### config.mk
export PLATFORM = sky130hd
export DESIGN_NAME = sks_top
export DESIGN_NICKNAME = d
export VERILOG_FILES = /design/src/verilog/sks_pkg.sv /design/src/verilog/sks_cfg_if.sv /design/src/verilog/sks_entry.sv /design/src/verilog/sks_top.sv
export SDC_FILE = /design/constraint.sdc
export NUM_CORES = 1
export LEC_CHECK = 0
export BUFFER_PORTS_ARGS = -buffer_cell sky130_fd_sc_hd__buf_4
export CAP_MARGIN = 20
export CELL_PAD_IN_SITES_DETAIL_PLACEMENT = 1
export CELL_PAD_IN_SITES_GLOBAL_PLACEMENT = 2
export CORE_MARGIN = 1.5
export CORE_UTILIZATION = 28
export DETAILED_ROUTE_END_ITERATION = 6
export PLACE_DENSITY_LB_ADDON = 0.1
export SLEW_MARGIN = 20
export SYNTH_ARGS = -nofsm -noshare
export SYNTH_HDL_FRONTEND = slang
export SYNTH_SLANG_ARGS = --single-unit
### constraint.sdc
create_clock -name ref_clk_i -period 2.2 [get_ports ref_clk_i]
set_clock_uncertainty 0.05 [all_clocks]
set_input_delay 0.44 -clock ref_clk_i [delete_from_list [all_inputs] [get_ports ref_clk_i]]
set_output_delay 0.44 -clock ref_clk_i [all_outputs]
set_load 0.01 [all_outputs]
### src/verilog/sks_pkg.sv
// package: constants for the soft pushbutton/switch block
`default_nettype none
package sks_pkg;
   localparam logic RST_MODE_LATCH = 1'b1;
   localparam logic RST_SWITCH     = 1'b0;
   localparam logic RST_OUT        = 1'b0;
   localparam logic RST_EN_PREV    = 1'b0;
   localparam int   PULSE_CYCLES   = 1;
   typedef enum logic [1:0] {
      SKS_COLD = 2'b00,
      SKS_RUN  = 2'b01
   } sks_state_t;
endpackage
`default_nettype wire

### src/verilog/sks_cfg_if.sv
// interface: operator parameter entry carried to the entry latch
`default_nettype none
interface sks_cfg_if;
   logic switch_val;
   logic switch_ok;
   logic switch_on;
   logic switch_off_evt;
   modport src (output switch_val, output switch_ok, input switch_on, input switch_off_evt);
   modport latch (input switch_val, input switch_ok, output switch_on, output switch_off_evt);
endinterface
`default_nettype wire

### src/verilog/sks_entry.sv
// module: confirmed switch setting latch
`default_nettype none
module sks_entry (
   input  wire logic  ref_clk_i,
   input  wire logic  srst_i,
   input  wire logic  ce_i,
   sks_cfg_if.latch   cfg
);
   logic switch_ff;
   logic offevt_ff;
   wire  nxt_switch = (cfg.switch_ok) ? cfg.switch_val : switch_ff; // RULE10
   wire  nxt_offevt = cfg.switch_ok & ~cfg.switch_val;

   always_ff @(posedge ref_clk_i) begin
      if (srst_i) begin
         switch_ff <= sks_pkg::RST_SWITCH;
         offevt_ff <= 1'b0;
      end else if (ce_i) begin
         switch_ff <= nxt_switch;
         offevt_ff <= nxt_offevt;
      end
   end

   assign cfg.switch_on      = switch_ff;
   assign cfg.switch_off_evt = offevt_ff;
endmodule
`default_nettype wire

### src/verilog/sks_top.sv
// module: soft pushbutton/switch evaluated once per program cycle
`default_nettype none
//
// Function
// RULE1: a rising edge on the enable with the confirmed setting on sets the output.
// RULE2: the set condition is the same in pushbutton and switch configuration.
// RULE3: a falling edge on the enable clears the output.
// RULE4: in pushbutton configuration the output clears one cycle after being set.
// RULE5: a confirmed off selection clears the output.
// RULE6: a configuration bit selects one-cycle pushbutton or latching switch action.
// RULE7: without retentivity the output starts in the configured start state at program start.
// RULE8: after power loss the output takes the start state, or keeps its value when retentive.
// RULE9: the default configuration is latching switch action.
// RULE10: the setting applies from the cycle after confirmation onward; unconfirmed edits do nothing.
module sks_top (
   input  wire logic  ref_clk_i,
   input  wire logic  srst_i,
   input  wire logic  ce_i,
   input  wire logic  prog_start_i,
   input  wire logic  en_i,
   input  wire logic  mode_latch_i,
   input  wire logic  start_on_i,
   input  wire logic  retentive_i,
   input  wire logic  switch_val_i,
   input  wire logic  switch_ok_i,
   output logic       q_o,
   output logic       switch_on_o,
   output logic       mode_latch_o
);
   sks_cfg_if cfg_bus ();
   assign cfg_bus.switch_val = switch_val_i;
   assign cfg_bus.switch_ok  = switch_ok_i;

   sks_entry u_entry (
      .ref_clk_i (ref_clk_i),
      .srst_i    (srst_i),
      .ce_i      (ce_i),
      .cfg       (cfg_bus.latch)
   );

   logic                q_ff;
   logic                en_prev_ff;
   logic                mode_ff;
   logic                ret_q_ff;
   logic                sw_ff;
   sks_pkg::sks_state_t state_ff;

   // edge detection on the enable input
   function automatic logic edge_of(input logic cur, input logic prev, input logic rising);
      edge_of = rising ? (cur & ~prev) : (~cur & prev);
   endfunction

   wire en_rise  = edge_of(en_i, en_prev_ff, 1'b1);
   wire en_fall  = edge_of(en_i, en_prev_ff, 1'b0);
   wire set_cond = en_rise & cfg_bus.switch_on;               // RULE1 RULE2
   wire pulse_end = ~mode_ff & q_ff;                          // RULE4 RULE6
   wire clr_cond = en_fall | pulse_end | cfg_bus.switch_off_evt; // RULE3 RULE5
   wire init_q   = retentive_i ? ret_q_ff : start_on_i;       // RULE7 RULE8

   logic nxt_q;
   always_comb begin
      nxt_q = q_ff;
      case (state_ff)
         sks_pkg::SKS_COLD: nxt_q = init_q;
         sks_pkg::SKS_RUN: begin
            if (prog_start_i)
               nxt_q = init_q;
            else if (set_cond)
               nxt_q = 1'b1;
            else if (clr_cond)
               nxt_q = 1'b0;
         end
         default: nxt_q = 1'b0;
      endcase
   end

   // retained copy survives srst (power loss) when retentive
   always_ff @(posedge ref_clk_i) begin
      if (ce_i && !srst_i)
         ret_q_ff <= nxt_q;                   // RULE8
   end

   always_ff @(posedge ref_clk_i) begin
      if (srst_i) begin
         q_ff       <= sks_pkg::RST_OUT;
         en_prev_ff <= sks_pkg::RST_EN_PREV;
         mode_ff    <= sks_pkg::RST_MODE_LATCH; // RULE9
         state_ff   <= sks_pkg::SKS_COLD;
         sw_ff      <= sks_pkg::RST_SWITCH;
      end else if (ce_i) begin
         q_ff       <= nxt_q;
         en_prev_ff <= en_i;
         mode_ff    <= mode_latch_i;           // RULE6
         state_ff   <= sks_pkg::SKS_RUN;
         sw_ff      <= cfg_bus.switch_on;
      end
   end

   assign q_o          = q_ff;
   assign switch_on_o  = sw_ff;
   assign mode_latch_o = mode_ff;
endmodule
`default_nettype wire
### Yosys cells after proc, flatten, opt, wreduce, memory -nomap -nowiden

Index checks and enable logic that the tools add are counted.

| word-level totals | value |
|---|---|
| bits in registers | 8 |
| input port bits | 10 |
| output and inout port bits | 3 |
| logic and storage cells | 28 |

| operators by class | value |
|---|---|
| multiplexer cells | 5 |
| bitwise logic cells | 11 |
| reductions and logical operators | 4 |

Operators with widths:

| operator | number |
|---|---|
| $and A1 B1 Y1 | 5 |
| $mux W1 | 4 |
| $not A1 Y1 | 4 |
| $logic_not A2 Y1 | 1 |
| $or A1 B1 Y1 | 2 |
| $pmux W1 S2 | 1 |
| $reduce_and A2 Y1 | 1 |
| $logic_and A1 B1 Y1 | 1 |
| $logic_not A1 Y1 | 1 |

### Longest topological paths before layout

Gate-level depths: netlist (run 1).

| depth | value |
|---|---|
| depth in word-level cells | 8 |
| gate-level depth with buffers | 4 |
| mapped depth without buffers | 3 |

### Cells and area by module

From an unflattened synthesis (run 1), not the netlist that was laid out.

| unflattened totals | value |
|---|---|
| cells, all modules | 37 |
| area total of the unflattened synthesis | 391.6 sq um |

By module, submodules not included:

| module | instances | cells an instance | area each (sq um) | sequential area each (sq um) |
|---|---|---|---|---|
| sks_top | 1 | 29 | 309.0 | 130.1 |
| sks_entry | 1 | 8 | 82.6 | 40.0 |

### Worst setup path after synthesis (run 1)

OpenSTA, ideal clock, no wires.

| timing | value |
|---|---|
| path kind | input to register |
| from | in en_i |
| to | reg ret_q_ff, data pin |
| setup time | 0.264 ns |
| arrival | 0.830 ns |
| data required time | 1.886 ns |
| setup slack | 1.056 ns |
| stages | 3 |
| buffers on the path | 0 |
| cell sequence | or2b_1 -> nand4b_1 -> a31oi_1 |

| on the way | value |
|---|---|
| longest elaborated chain between the ends | 8 |
| elaborated cells on any way between the ends | 10 |
| classes of those cells | mux (4); bitwise (6) |

RTL lines:

| what | RTL line | text |
|---|---|---|
| start, declared | sks_top.sv:20 | `input wire logic en_i,` |
| $not A1 Y1 | sks_top.sv:50 | `edge_of = rising ? (cur & ~prev) : (~cur & prev);` |
| $and A1 B1 Y1 | sks_top.sv:50 |  |
| $or A1 B1 Y1 (2 in a row) | sks_top.sv:57 | `wire clr_cond = en_fall \| pulse_end \| cfg_bus.switch_off_evt;` |
| $mux W1 | sks_top.sv:70 | `else if (clr_cond)` |
| $mux W1 * | sks_top.sv:68 | `else if (set_cond)` |
| $mux W1 * | sks_top.sv:66 | `if (prog_start_i)` |
| $pmux W1 S2 * | sks_top.sv:63 | `case (state_ff)` |
| net nxt_q | sks_top.sv:60 | `logic nxt_q;` |
| end signal, assigned | sks_top.sv:80 | `ret_q_ff <= nxt_q;` |
| end, declared | sks_top.sv:44 | `logic ret_q_ff;` |

The timed path passes the listed nets; every way through them passes the cells marked *.
A chain may end at the register's enable or synchronous reset.

### Final worst setup path (run 1)

| timing | value |
|---|---|
| from | reg q_ff (netlist: q_o) |
| to | out q_o |

RTL lines:

| what | RTL line | text |
|---|---|---|
| start, declared | sks_top.sv:41 | `logic q_ff;` |
| start signal, assigned | sks_top.sv:85 | `q_ff <= sks_pkg::RST_OUT;` |
| start signal, assigned | sks_top.sv:91 | `q_ff <= nxt_q;` |
| end, declared | sks_top.sv:26 | `output logic q_o,` |

No word-level cell between the ends.

==> impl_metrics.py, run 1 <==
metrics = {
    "outcome": {
        "status": "finished, final reports clean",
    },
    "sta": {
        "hold_viol": 0,
        "period_needed_ns": 1.23,
        "drv_slew": 0,
        "relSlewSlack_pct": 77.2,
        "finalSetupViolations": 0,
        "max_freq_mhz": 812,
        "tightest_slew_ns": 0.338,
        "setup_slack_ns": 0.969,
        "setup_tns_ns": 0,
        "rsz0062_at_grt": "false",
        "min_period_over_period_pct": 56.0,
    },
    "floorplan": {
        "io_pins": 13,
        "dieHeight_um": 39.9,
        "coreArea_um2": 1280,
        "die_w_um": 39.9,
        "start_util_pct": 29.6,
        "rows": 13,
        "dieArea_um2": 1590,
    },
    "drt": {
        "via_count": 334,
        "drt_iter0_markers": 1,
        "routed_via_density": 4.91,
        "wl_per_cell_um": 13.0,
        "dr.pass1.iters": 2,
        "wl_um": 882,
        "final_antenna_net_count": 0,
        "post-route-drc-count": 0,
    },
    "critical_path": {
        "critPathLaunchType": "register",
        "slowest_delay_ns": 0.35,
        "end_kind": "output port",
        "crit_path_top_delay_cell": "dfxtp_1",
        "arrival_ns": 0.74,
        "worstPathCellList": "buf_4",
        "crit_type": "register to output port",
        "crit_fanout": 3,
        "crit_family": "flip-flops",
        "cp_num_buf_inv": 1,
        "cp.required_ns": 1.71,
    },
    "synth": {
        "synth_cell_types": 23,
        "synth_seq_area_share_pct": 44.7,
        "synth_top_family_by_area": "simple AND/OR/NAND/NOR gates",
        "async_flop_share_pct": 0,
        "synth_area_um2": 380,
        "synth_fa_ha_area_share_pct": 0,
        "syn_nets": 49,
        "synth_warnings": 0,
        "ys_seq_elements": 8,
        "ys.flop_type": "dfxtp_1",
        "synth_compound_area_share_pct": 14.1,
        "synth_edf_count": 1,
        "synth_xor_xnor_area_share_pct": 0,
        "synth_area_per_cell_um2": 9.75,
        "muxShareOfSynthArea_pct": 5.26,
        "syn_inst": 39,
        "synth-simple-area-share_pct": 31.9,
    },
    "global_routing": {
        "grt_max_degree": 12,
        "grtUsageMet2_pct": 22.1,
        "grt.busiest_layer": "met2",
        "grt_pass1_vias": 331,
        "gr-usage-all-layers_pct": 13.9,
        "grt_pass1_wl_um": 1370,
        "use_met1_pct": 15.7,
        "grt_overflow": 0,
        "met3_usage_pct": 3.41,
        "antenna_found_initial": 0,
    },
    "clock_network": {
        "clk_latency_ns": 0.26,
        "ctsResizeCount": 0,
        "cts_setup_buffers": 0,
        "cts_buffers": 3,
        "cts-root-buf": "clkbuf_4",
        "cts_tree": "yes",
        "clkSinkCount": 8,
        "h-tree-depth": 1,
        "hold_buffers": 0,
        "cts_buffer_depth": 2,
        "clkTransAtPathRegs_ns": 0.06,
    },
    "placement": {
        "dp_slack_ns": 0.827,
        "io_buffers": 12,
        "hpwl_um": 669,
        "dpl_cell_area_um2": 478,
        "gp_congestion": 0.605,
    },
    "power_and_ir_drop": {
        "leakage_uw": 0.000213,
        "ir_drop_mv": 0.233,
        "powerDensity_nw_per_um2": 674,
    },
    "finish": {
        "mostFrequentLayoutCells": "12 x buf_4, 7 x dfxtp_1, 5 x nor2_1",
        "antenna_cells": 0,
        "layout.nets": 64,
        "final_common_cell": "buf_4",
        "area_growth_pct": 32.6,
        "final_core_util_pct": 39.2,
        "drive_above_1_share_pct": 35.8,
        "fin_area_um2": 504,
    },
    "hold_path": {
        "hp-class": "input port to register",
    },
    "job": {
        "cap_violations": 0,
    },
}
-- worst paths after layout --
kind,cells after the start,slack (ns),end,from
max reg2reg,3,1.09,ret_q_ff,en_prev_ff
min reg2reg,2,0.41,u_entry.cfg.switch_off_evt,u_entry.cfg.switch_off_evt
min,2,0.34,mode_latch_o,mode_latch_i
max,1,0.97,q_o,q_o
-- routing by layer --
| layer | vias up | share of wire, % |
|---|---|---|
| li1 | 164 | - |
| met1 | 157 | 42 |
| met2 | 11 | 53 |
| met3 | 2 | 3.5 |
| met4 | 0 | 1.1 |
| met5 | - | 0 |
-- cell type report --
type / count / area (um^2)
multi-input combinational: 28 / 195
inverter: 1 / 3.75
sequential: 8 / 170
timing repair buffer: 12 / 90.1
fill: 167 / 781
clock buffer: 4 / 26.3
tap: 15 / 18.8
-- where the power goes --
part | switching [uW] | internal, uW | leakage [uW]
sequential | 4.75 | 157 | 0.0000672
clock | 55.8 | 69.7 | 0.0000150
combinational | 23.4 | 29.3 | 0.000131
-- state kept, by name (all words and copies together) (netlist names) --
register and cells:
switch_on_o 1, q_o 1, u_entry.cfg.switch_off_evt 1, u_entry.cfg.switch_on 1, en_prev_ff 1, ret_q_ff 1, mode_latch_o 1, state_ff 1
-- Yosys cell counts (2+ instances only) --
master,count,share of area [%]
nor2_1,5,4.9
mux2i_1,2,5.3
nor2b_1,2,3.3
nand3b_1,2,3.9
dfxtp_1,7,37
nand2_1,3,3.0
a21oi_1,2,2.6
-- stage by stage --
step / total power, uW / instances / hold slack [ns]
after global placement: 215 / 64 / 0.421
after floorplan: 194 / 39 / 0.384
after detailed placement: 218 / 64 / 0.407
final: 340 / 68 / 0.341
after global routing: 362 / 68 / 0.338
after CTS: 347 / 68 / 0.335
-- logic make-up (layout without fill, tap and decap cells) --
family / count (synthesis) / in the layout
DFF: 8 / 8
AOI/OAI and AO/OA: 6 / 6
muxes: 2 / 2
and+or+nand+nor: 20 / 20
buffers and inverters: 3 / 17
Note: power is estimated with default switching activity, not from simulation.
==> run 2, diff against run 1 <==
--- a/config.mk
+++ b/config.mk
@@ -5,12 +5,14 @@
 export SDC_FILE = /design/constraint.sdc
 export NUM_CORES = 1
 export LEC_CHECK = 0
+export ABC_AREA = 1
 export BUFFER_PORTS_ARGS = -buffer_cell sky130_fd_sc_hd__buf_4
 export CAP_MARGIN = 20
 export CELL_PAD_IN_SITES_DETAIL_PLACEMENT = 1
 export CELL_PAD_IN_SITES_GLOBAL_PLACEMENT = 2
+export CORE_ASPECT_RATIO = 1.25
 export CORE_MARGIN = 1.5
-export CORE_UTILIZATION = 28
+export CORE_UTILIZATION = 21
 export DETAILED_ROUTE_END_ITERATION = 6
 export PLACE_DENSITY_LB_ADDON = 0.1
 export SLEW_MARGIN = 20
==> constraint.sdc (replaced) <==
create_clock -name ref_clk_i -period 1.1 [get_ports ref_clk_i]
set_clock_uncertainty 0.05 [all_clocks]
set_input_delay 0.22 -clock ref_clk_i [delete_from_list [all_inputs] [get_ports ref_clk_i]]
set_output_delay 0.22 -clock ref_clk_i [all_outputs]
set_load 0.01 [all_outputs]
==> run 2 against run 1 <==
  * Sequential share of layout area up 2.1 points
  * Final area shrank 4.5%
  * Die area is 22% higher
  * Setup slack lost 0.88 ns
  * First-iteration DRC count increased to 9.0 times the previous value
  * Synthesized cell count grew 18%
  * Core utilization fell by 8.4 points
  * Worst hold slack got worse by 0.25 ns
  * Highest routed layer unchanged
==> impl_metrics.py, run 2 <==
metrics = {
    "job": {
        "cap_violations": 0,
    },
    "sta": {
        "tightest_slew_ns": 0.216,
        "finalSetupViolations": 0,
        "drv_slew": 0,
        "max_freq_mhz": 988,
        "setup_slack_ns": 0.0878,
        "min_period_over_period_pct": 92.0,
        "rsz0062_at_grt": "false",
        "setup_tns_ns": 0,
        "period_needed_ns": 1.01,
        "relSlewSlack_pct": 85.5,
        "hold_viol": 0,
    },
    "drt": {
        "drt_iter0_markers": 9,
        "via_count": 336,
        "wl_per_cell_um": 9.78,
        "routed_via_density": 4.25,
        "wl_um": 773,
        "post-route-drc-count": 0,
        "final_antenna_net_count": 0,
        "dr.pass1.iters": 4,
    },
    "critical_path": {
        "end_kind": "output port",
        "critPathLaunchType": "register",
        "crit_family": "flip-flops",
        "crit_type": "register to output port",
        "slowest_delay_ns": 0.35,
        "cp_num_buf_inv": 1,
        "cp.required_ns": 0.83,
        "r2r_end": "ret_q_ff",
        "crit_fanout": 3,
        "r2r_start": "state_ff[0]",
        "arrival_ns": 0.74,
        "worstPathCellList": "buf_4",
        "crit_path_top_delay_cell": "dfxtp_1",
        "r2r_slack_ns": 0.09,
        "r2r_cells": 7,
    },
    "hold_path": {
        "hp-class": "input port to register",
        "holdPathEnd": "state_ff[0]",
        "min_path_cells": 2,
        "min_from": "srst_i",
    },
    "clock_network": {
        "cts_buffer_depth": 2,
        "h-tree-depth": 1,
        "cts-root-buf": "clkbuf_4",
        "cts_tree": "yes",
        "clk_latency_ns": 0.26,
        "clkTransAtPathRegs_ns": 0.06,
        "clkSinkCount": 8,
        "cts_buffers": 3,
        "hold_buffers": 0,
    },
    "outcome": {
        "status": "finished, final reports clean",
    },
    "global_routing": {
        "grt_overflow": 0,
        "grt_pass1_vias": 355,
        "grt_pass1_wl_um": 1440,
        "gr-usage-all-layers_pct": 11.4,
        "antenna_found_initial": 0,
        "grt_max_degree": 10,
    },
    "synth": {
        "synth_top_area_share_pct": 39.9,
        "synth_seq_area_share_pct": 48.4,
        "syn_nets": 56,
        "async_flop_share_pct": 0,
        "synth_cell_types": 14,
        "syn_inst": 46,
        "synth_top_cells_by_area": "dfxtp_1 40%, inv_1 9.6%, nand2_1 9.6%, edfxtp_1 8.5%, a21oi_1 5.7%",
        "synth_edf_count": 1,
        "synth_warnings": 0,
        "synth_area_per_cell_um2": 7.64,
        "yosys.area.top_type": "dfxtp_1",
        "ys_top_cells_by_count": "9 x inv_1, 9 x nand2_1, 7 x dfxtp_1",
        "ys_seq_elements": 8,
        "ys.flop_type": "dfxtp_1",
        "synth_area_um2": 352,
    },
    "power_and_ir_drop": {
        "p_clk_share_pct": 37.0,
        "power_frac_comb_pct": 14.6,
        "leakage_uw": 0.000233,
        "powerDensity_nw_per_um2": 1410,
        "internal_power_uw": 507,
        "swShare_pct": 25.3,
        "seq_power_share_pct": 48.3,
        "ir_drop_mv": 0.584,
        "power.switching_uw": 171,
    },
    "finish": {
        "final_common_cell": "buf_4",
        "fin_area_um2": 482,
        "mostFrequentLayoutCells": "12 x buf_4, 9 x nand2_1, 8 x inv_1",
        "area_growth_pct": 37.0,
        "layout.nets": 72,
        "drive_above_1_share_pct": 36.1,
        "final_cells": 79,
        "final_core_util_pct": 30.8,
        "antenna_cells": 0,
    },
    "floorplan": {
        "die_w_um": 39.6,
        "dieArea_um2": 1930,
        "dieHeight_um": 48.7,
        "rows": 16,
        "start_util_pct": 22.5,
        "coreArea_um2": 1560,
        "io_pins": 13,
    },
    "placement": {
        "io_buffers": 12,
        "dpl_cell_area_um2": 453,
        "hpwl_um": 606,
        "dp_slack_ns": 0.0820,
        "gp_congestion": 0.643,
        "dp_cells": 75,
    },
}
run 2: changes by cell type in the layout (fill, tap and decap cells not counted), moves of 2 or more:
cell	before	now
nand3b_1	2	0
mux2i_1	2	0
a21oi_1	2	4
inv_1	1	8
dfxtp_1	7	5
nor2b_1	2	0
o21ai_0	0	3
nand2_2	0	2
nand2_1	3	9
dfxtp_2	0	2
run 2: cell families after synthesis:
| logic type | after synthesis | synth area share [%] |
|---|---|---|
| AO/OA/AOI/OAI | 10 | 16.7 |
| buffers and inverters | 10 | 12.8 |
| flip-flops | 8 | 48.4 |
| AND/OR/NAND/NOR | 18 | 22.1 |
run 2: worst reg2reg max path: cells and delay by family, from the launching register on:
kind	cells	cell delay [ns]
buf+inv	3	0.11
flops	1	0.32
simple gates	4	0.28
run 2: worst max path at each step:
stage	cells after the start	endpoint	startpoint	slack (ns)
2_1_floorplan	7	ret_q_ff	state_ff[0]	0.17
5_1_grt	7	ret_q_ff	state_ff[0]	0.0006
6_report	1	mode_latch_o	mode_latch_o	0.09
4_1_cts	1	q_o	q_o	0.06
3_3_place_gp	7	ret_q_ff	en_prev_ff	0.10
3_5_place_dp	7	ret_q_ff	prog_start_i	0.08
run 2: per-layer routing:
layer	global-route usage, %	routed length, um	vias up
met4	8.62	22	0
li1	-	-	173
met2	16.9	376	12
met1	12.4	315	149
met5	0	0	-
met3	4.13	58	2
run 2: cell type report:
type                    count  area [um^2]
fillers                   204         1080
multi-input cells          28          136
inverters                   9         33.8
well taps                  18         22.5
clock buffers               4         26.3
repair buffers             12         90.1
flip-flops and latches      8          173
run 2: metrics by stage:
step / hold slack, ns / total power [uW]
after global routing: 0.0922 / 725
after CTS: 0.0971 / 690
after detailed placement: 0.379 / 434
after floorplan: 0.239 / 385
after global placement: 0.381 / 434
final: 0.0955 / 678
run 2: power by group through the flow:
stage	combinational, uW	sequential (uW)	clock, uW
finish	99.2	328	251
global route	117	330	278
CTS	102	326	262
detailed placement	101	332	0
global placement	102	332	0
floorplan	50.7	334	0
run 2: repair_timing:
action,CTS,global route
endpoints found under the setup margin,0,2
buffers inserted,0,0
resized for setup,0,3
==> run 3, diff against run 2 <==
--- a/config.mk
+++ b/config.mk
@@ -15,6 +15,7 @@
 export CORE_UTILIZATION = 21
 export DETAILED_ROUTE_END_ITERATION = 6
 export PLACE_DENSITY_LB_ADDON = 0.1
+export RECOVER_POWER = 50
 export SLEW_MARGIN = 20
 export SYNTH_ARGS = -nofsm -noshare
 export SYNTH_HDL_FRONTEND = slang
==> run 3 against run 2 <==
  * Core utilization decreased by 0.24 points
  * Clock power about the same
  * Die area unchanged
  * Non-clock buffer count unchanged
  * Final area decreased by 0.78%
  * Register-to-register slack about the same
  * Setup slack unchanged
  * Sequential cell count unchanged
  * Via count unchanged
  * Maximum frequency unchanged
  * Worst hold slack unchanged
  * Highest routed layer unchanged
==> impl_metrics.py, run 3 (same netlist as run 2, synthesis figures left out) <==
metrics = {
    "outcome": {
        "status": "finished, final reports clean",
    },
    "critical_path": {
        "crit_family": "flip-flops",
        "critPathLaunchType": "register",
        "r2r_slack_ns": 0.09,
        "crit_type": "register to output port",
        "slowest_delay_ns": 0.35,
        "cp_num_buf_inv": 1,
        "crit_fanout": 3,
        "arrival_ns": 0.74,
        "cp.required_ns": 0.83,
        "r2r_start": "state_ff[0]",
        "end_kind": "output port",
        "crit_path_top_delay_cell": "dfxtp_1",
        "worstPathCellList": "buf_4",
        "setup.worst_path.start": "mode_latch_o",
        "r2r_end": "ret_q_ff",
        "crit_path_end": "mode_latch_o",
        "r2r_cells": 7,
        "cp.depth": 1,
    },
    "global_routing": {
        "grt.busiest_layer": "met2",
        "grt_pass1_wl_um": 1440,
        "met3_usage_pct": 4.13,
        "grt_pass1_vias": 355,
        "grtUsageMet2_pct": 16.9,
        "antenna_found_initial": 0,
        "grt_overflow": 0,
        "use_met1_pct": 12.4,
        "grt_max_degree": 10,
        "gr-usage-all-layers_pct": 11.4,
    },
    "drt": {
        "final_antenna_net_count": 0,
        "post-route-drc-count": 0,
        "drt_iter0_markers": 9,
        "via_count": 336,
        "wl_per_cell_um": 9.80,
        "routed_via_density": 4.25,
        "dr.pass1.iters": 4,
        "wl_um": 774,
    },
    "hold_path": {
        "min_from": "srst_i",
        "hp-class": "input port to register",
    },
    "placement": {
        "io_buffers": 12,
        "hpwl_um": 606,
        "gp_congestion": 0.643,
        "dpl_cell_area_um2": 453,
    },
    "clock_network": {
        "cts_buffers": 3,
        "clkSinkCount": 8,
        "hold_buffers": 0,
        "clk_latency_ns": 0.26,
        "h-tree-depth": 1,
        "cts-root-buf": "clkbuf_4",
        "clkTransAtPathRegs_ns": 0.06,
        "cts_buffer_depth": 2,
        "cts_tree": "yes",
    },
    "floorplan": {
        "start_util_pct": 22.5,
        "coreArea_um2": 1560,
        "io_pins": 13,
        "dieArea_um2": 1930,
        "rows": 16,
        "die_w_um": 39.6,
        "dieHeight_um": 48.7,
    },
    "sta": {
        "relSlewSlack_pct": 72.6,
        "hold_viol": 0,
        "min_period_over_period_pct": 92.0,
        "max_freq_mhz": 988,
        "hold_slack_ns": 0.0955,
        "rsz0062_at_grt": "false",
        "period_needed_ns": 1.01,
        "finalSetupViolations": 0,
        "tightest_slew_ns": 0.410,
        "setup_tns_ns": 0,
        "drv_slew": 0,
    },
    "finish": {
        "nFillCells": 203,
        "drive_above_1_share_pct": 34.4,
        "fin_area_um2": 478,
        "area_growth_pct": 35.9,
        "mostFrequentLayoutCells": "11 x buf_4, 9 x nand2_1, 8 x inv_1",
        "layout.nets": 72,
        "multi_input_area_um2": 136,
        "antenna_cells": 0,
        "final_common_cell": "buf_4",
        "regArea_um2": 173,
    },
    "power_and_ir_drop": {
        "powerDensity_nw_per_um2": 1410,
        "ir_drop_mv": 0.584,
        "leakage_uw": 0.000230,
    },
    "job": {
        "cap_violations": 0,
    },
}
## run 3: changes by cell type in the layout (fill, tap and decap cells not counted)
cell	delta
clkbuf_1	+1
buf_4	-1
## run 3: how the worst min path moves through the flow
stage / endpoint / slack (ns) / cells after the start
detailed placement: state_ff[0] / 0.38 / 2
finish: state_ff[0] / 0.1 / 2
global route: state_ff[0] / 0.09 / 2
CTS: state_ff[0] / 0.1 / 2
floorplan: state_ff[0] / 0.24 / 1
global placement: u_entry.cfg.switch_off_evt / 0.38 / 2
## run 3: timing repair
item | 4_1_cts | 5_1_grt
endpoints found under the setup margin | 0 | 2
setup buffers | 0 | 0
gates resized for setup | 0 | 3
## run 3: layout make-up
| class | count | area share, % |
|---|---|---|
| Sequential cell | 8 | 36.1 |
| Multi-Input combinational cell | 28 | 28.5 |
| Tap cell | 18 | 4.71 |
| Clock buffer | 4 | 5.50 |
| Inverter | 9 | 7.07 |
| Timing Repair Buffer | 12 | 18.1 |
## run 3: power by group
group | switching, uW | internal, uW
clock network | 111 | 140
logic | 49.3 | 48.3
registers | 10.6 | 317
## run 3: metal layers
layer  routed length (um)  vias to the layer above
li1                     -                      173
met1                  317                      149
met2                  374                       12
met3                   59                        2
met4                   22                        0
met5                    0                        -
## run 3: metrics by stage
stage	utilization [%]	setup slack, ns	cells	power [uW]
CTS	30.7	0.0628	79	690
detailed placement	29.0	0.0820	75	434
global placement	29.0	0.100	75	434
floorplan	-	0.167	46	385
global route	30.6	0.000607	79	723
finish	30.6	0.0878	79	676
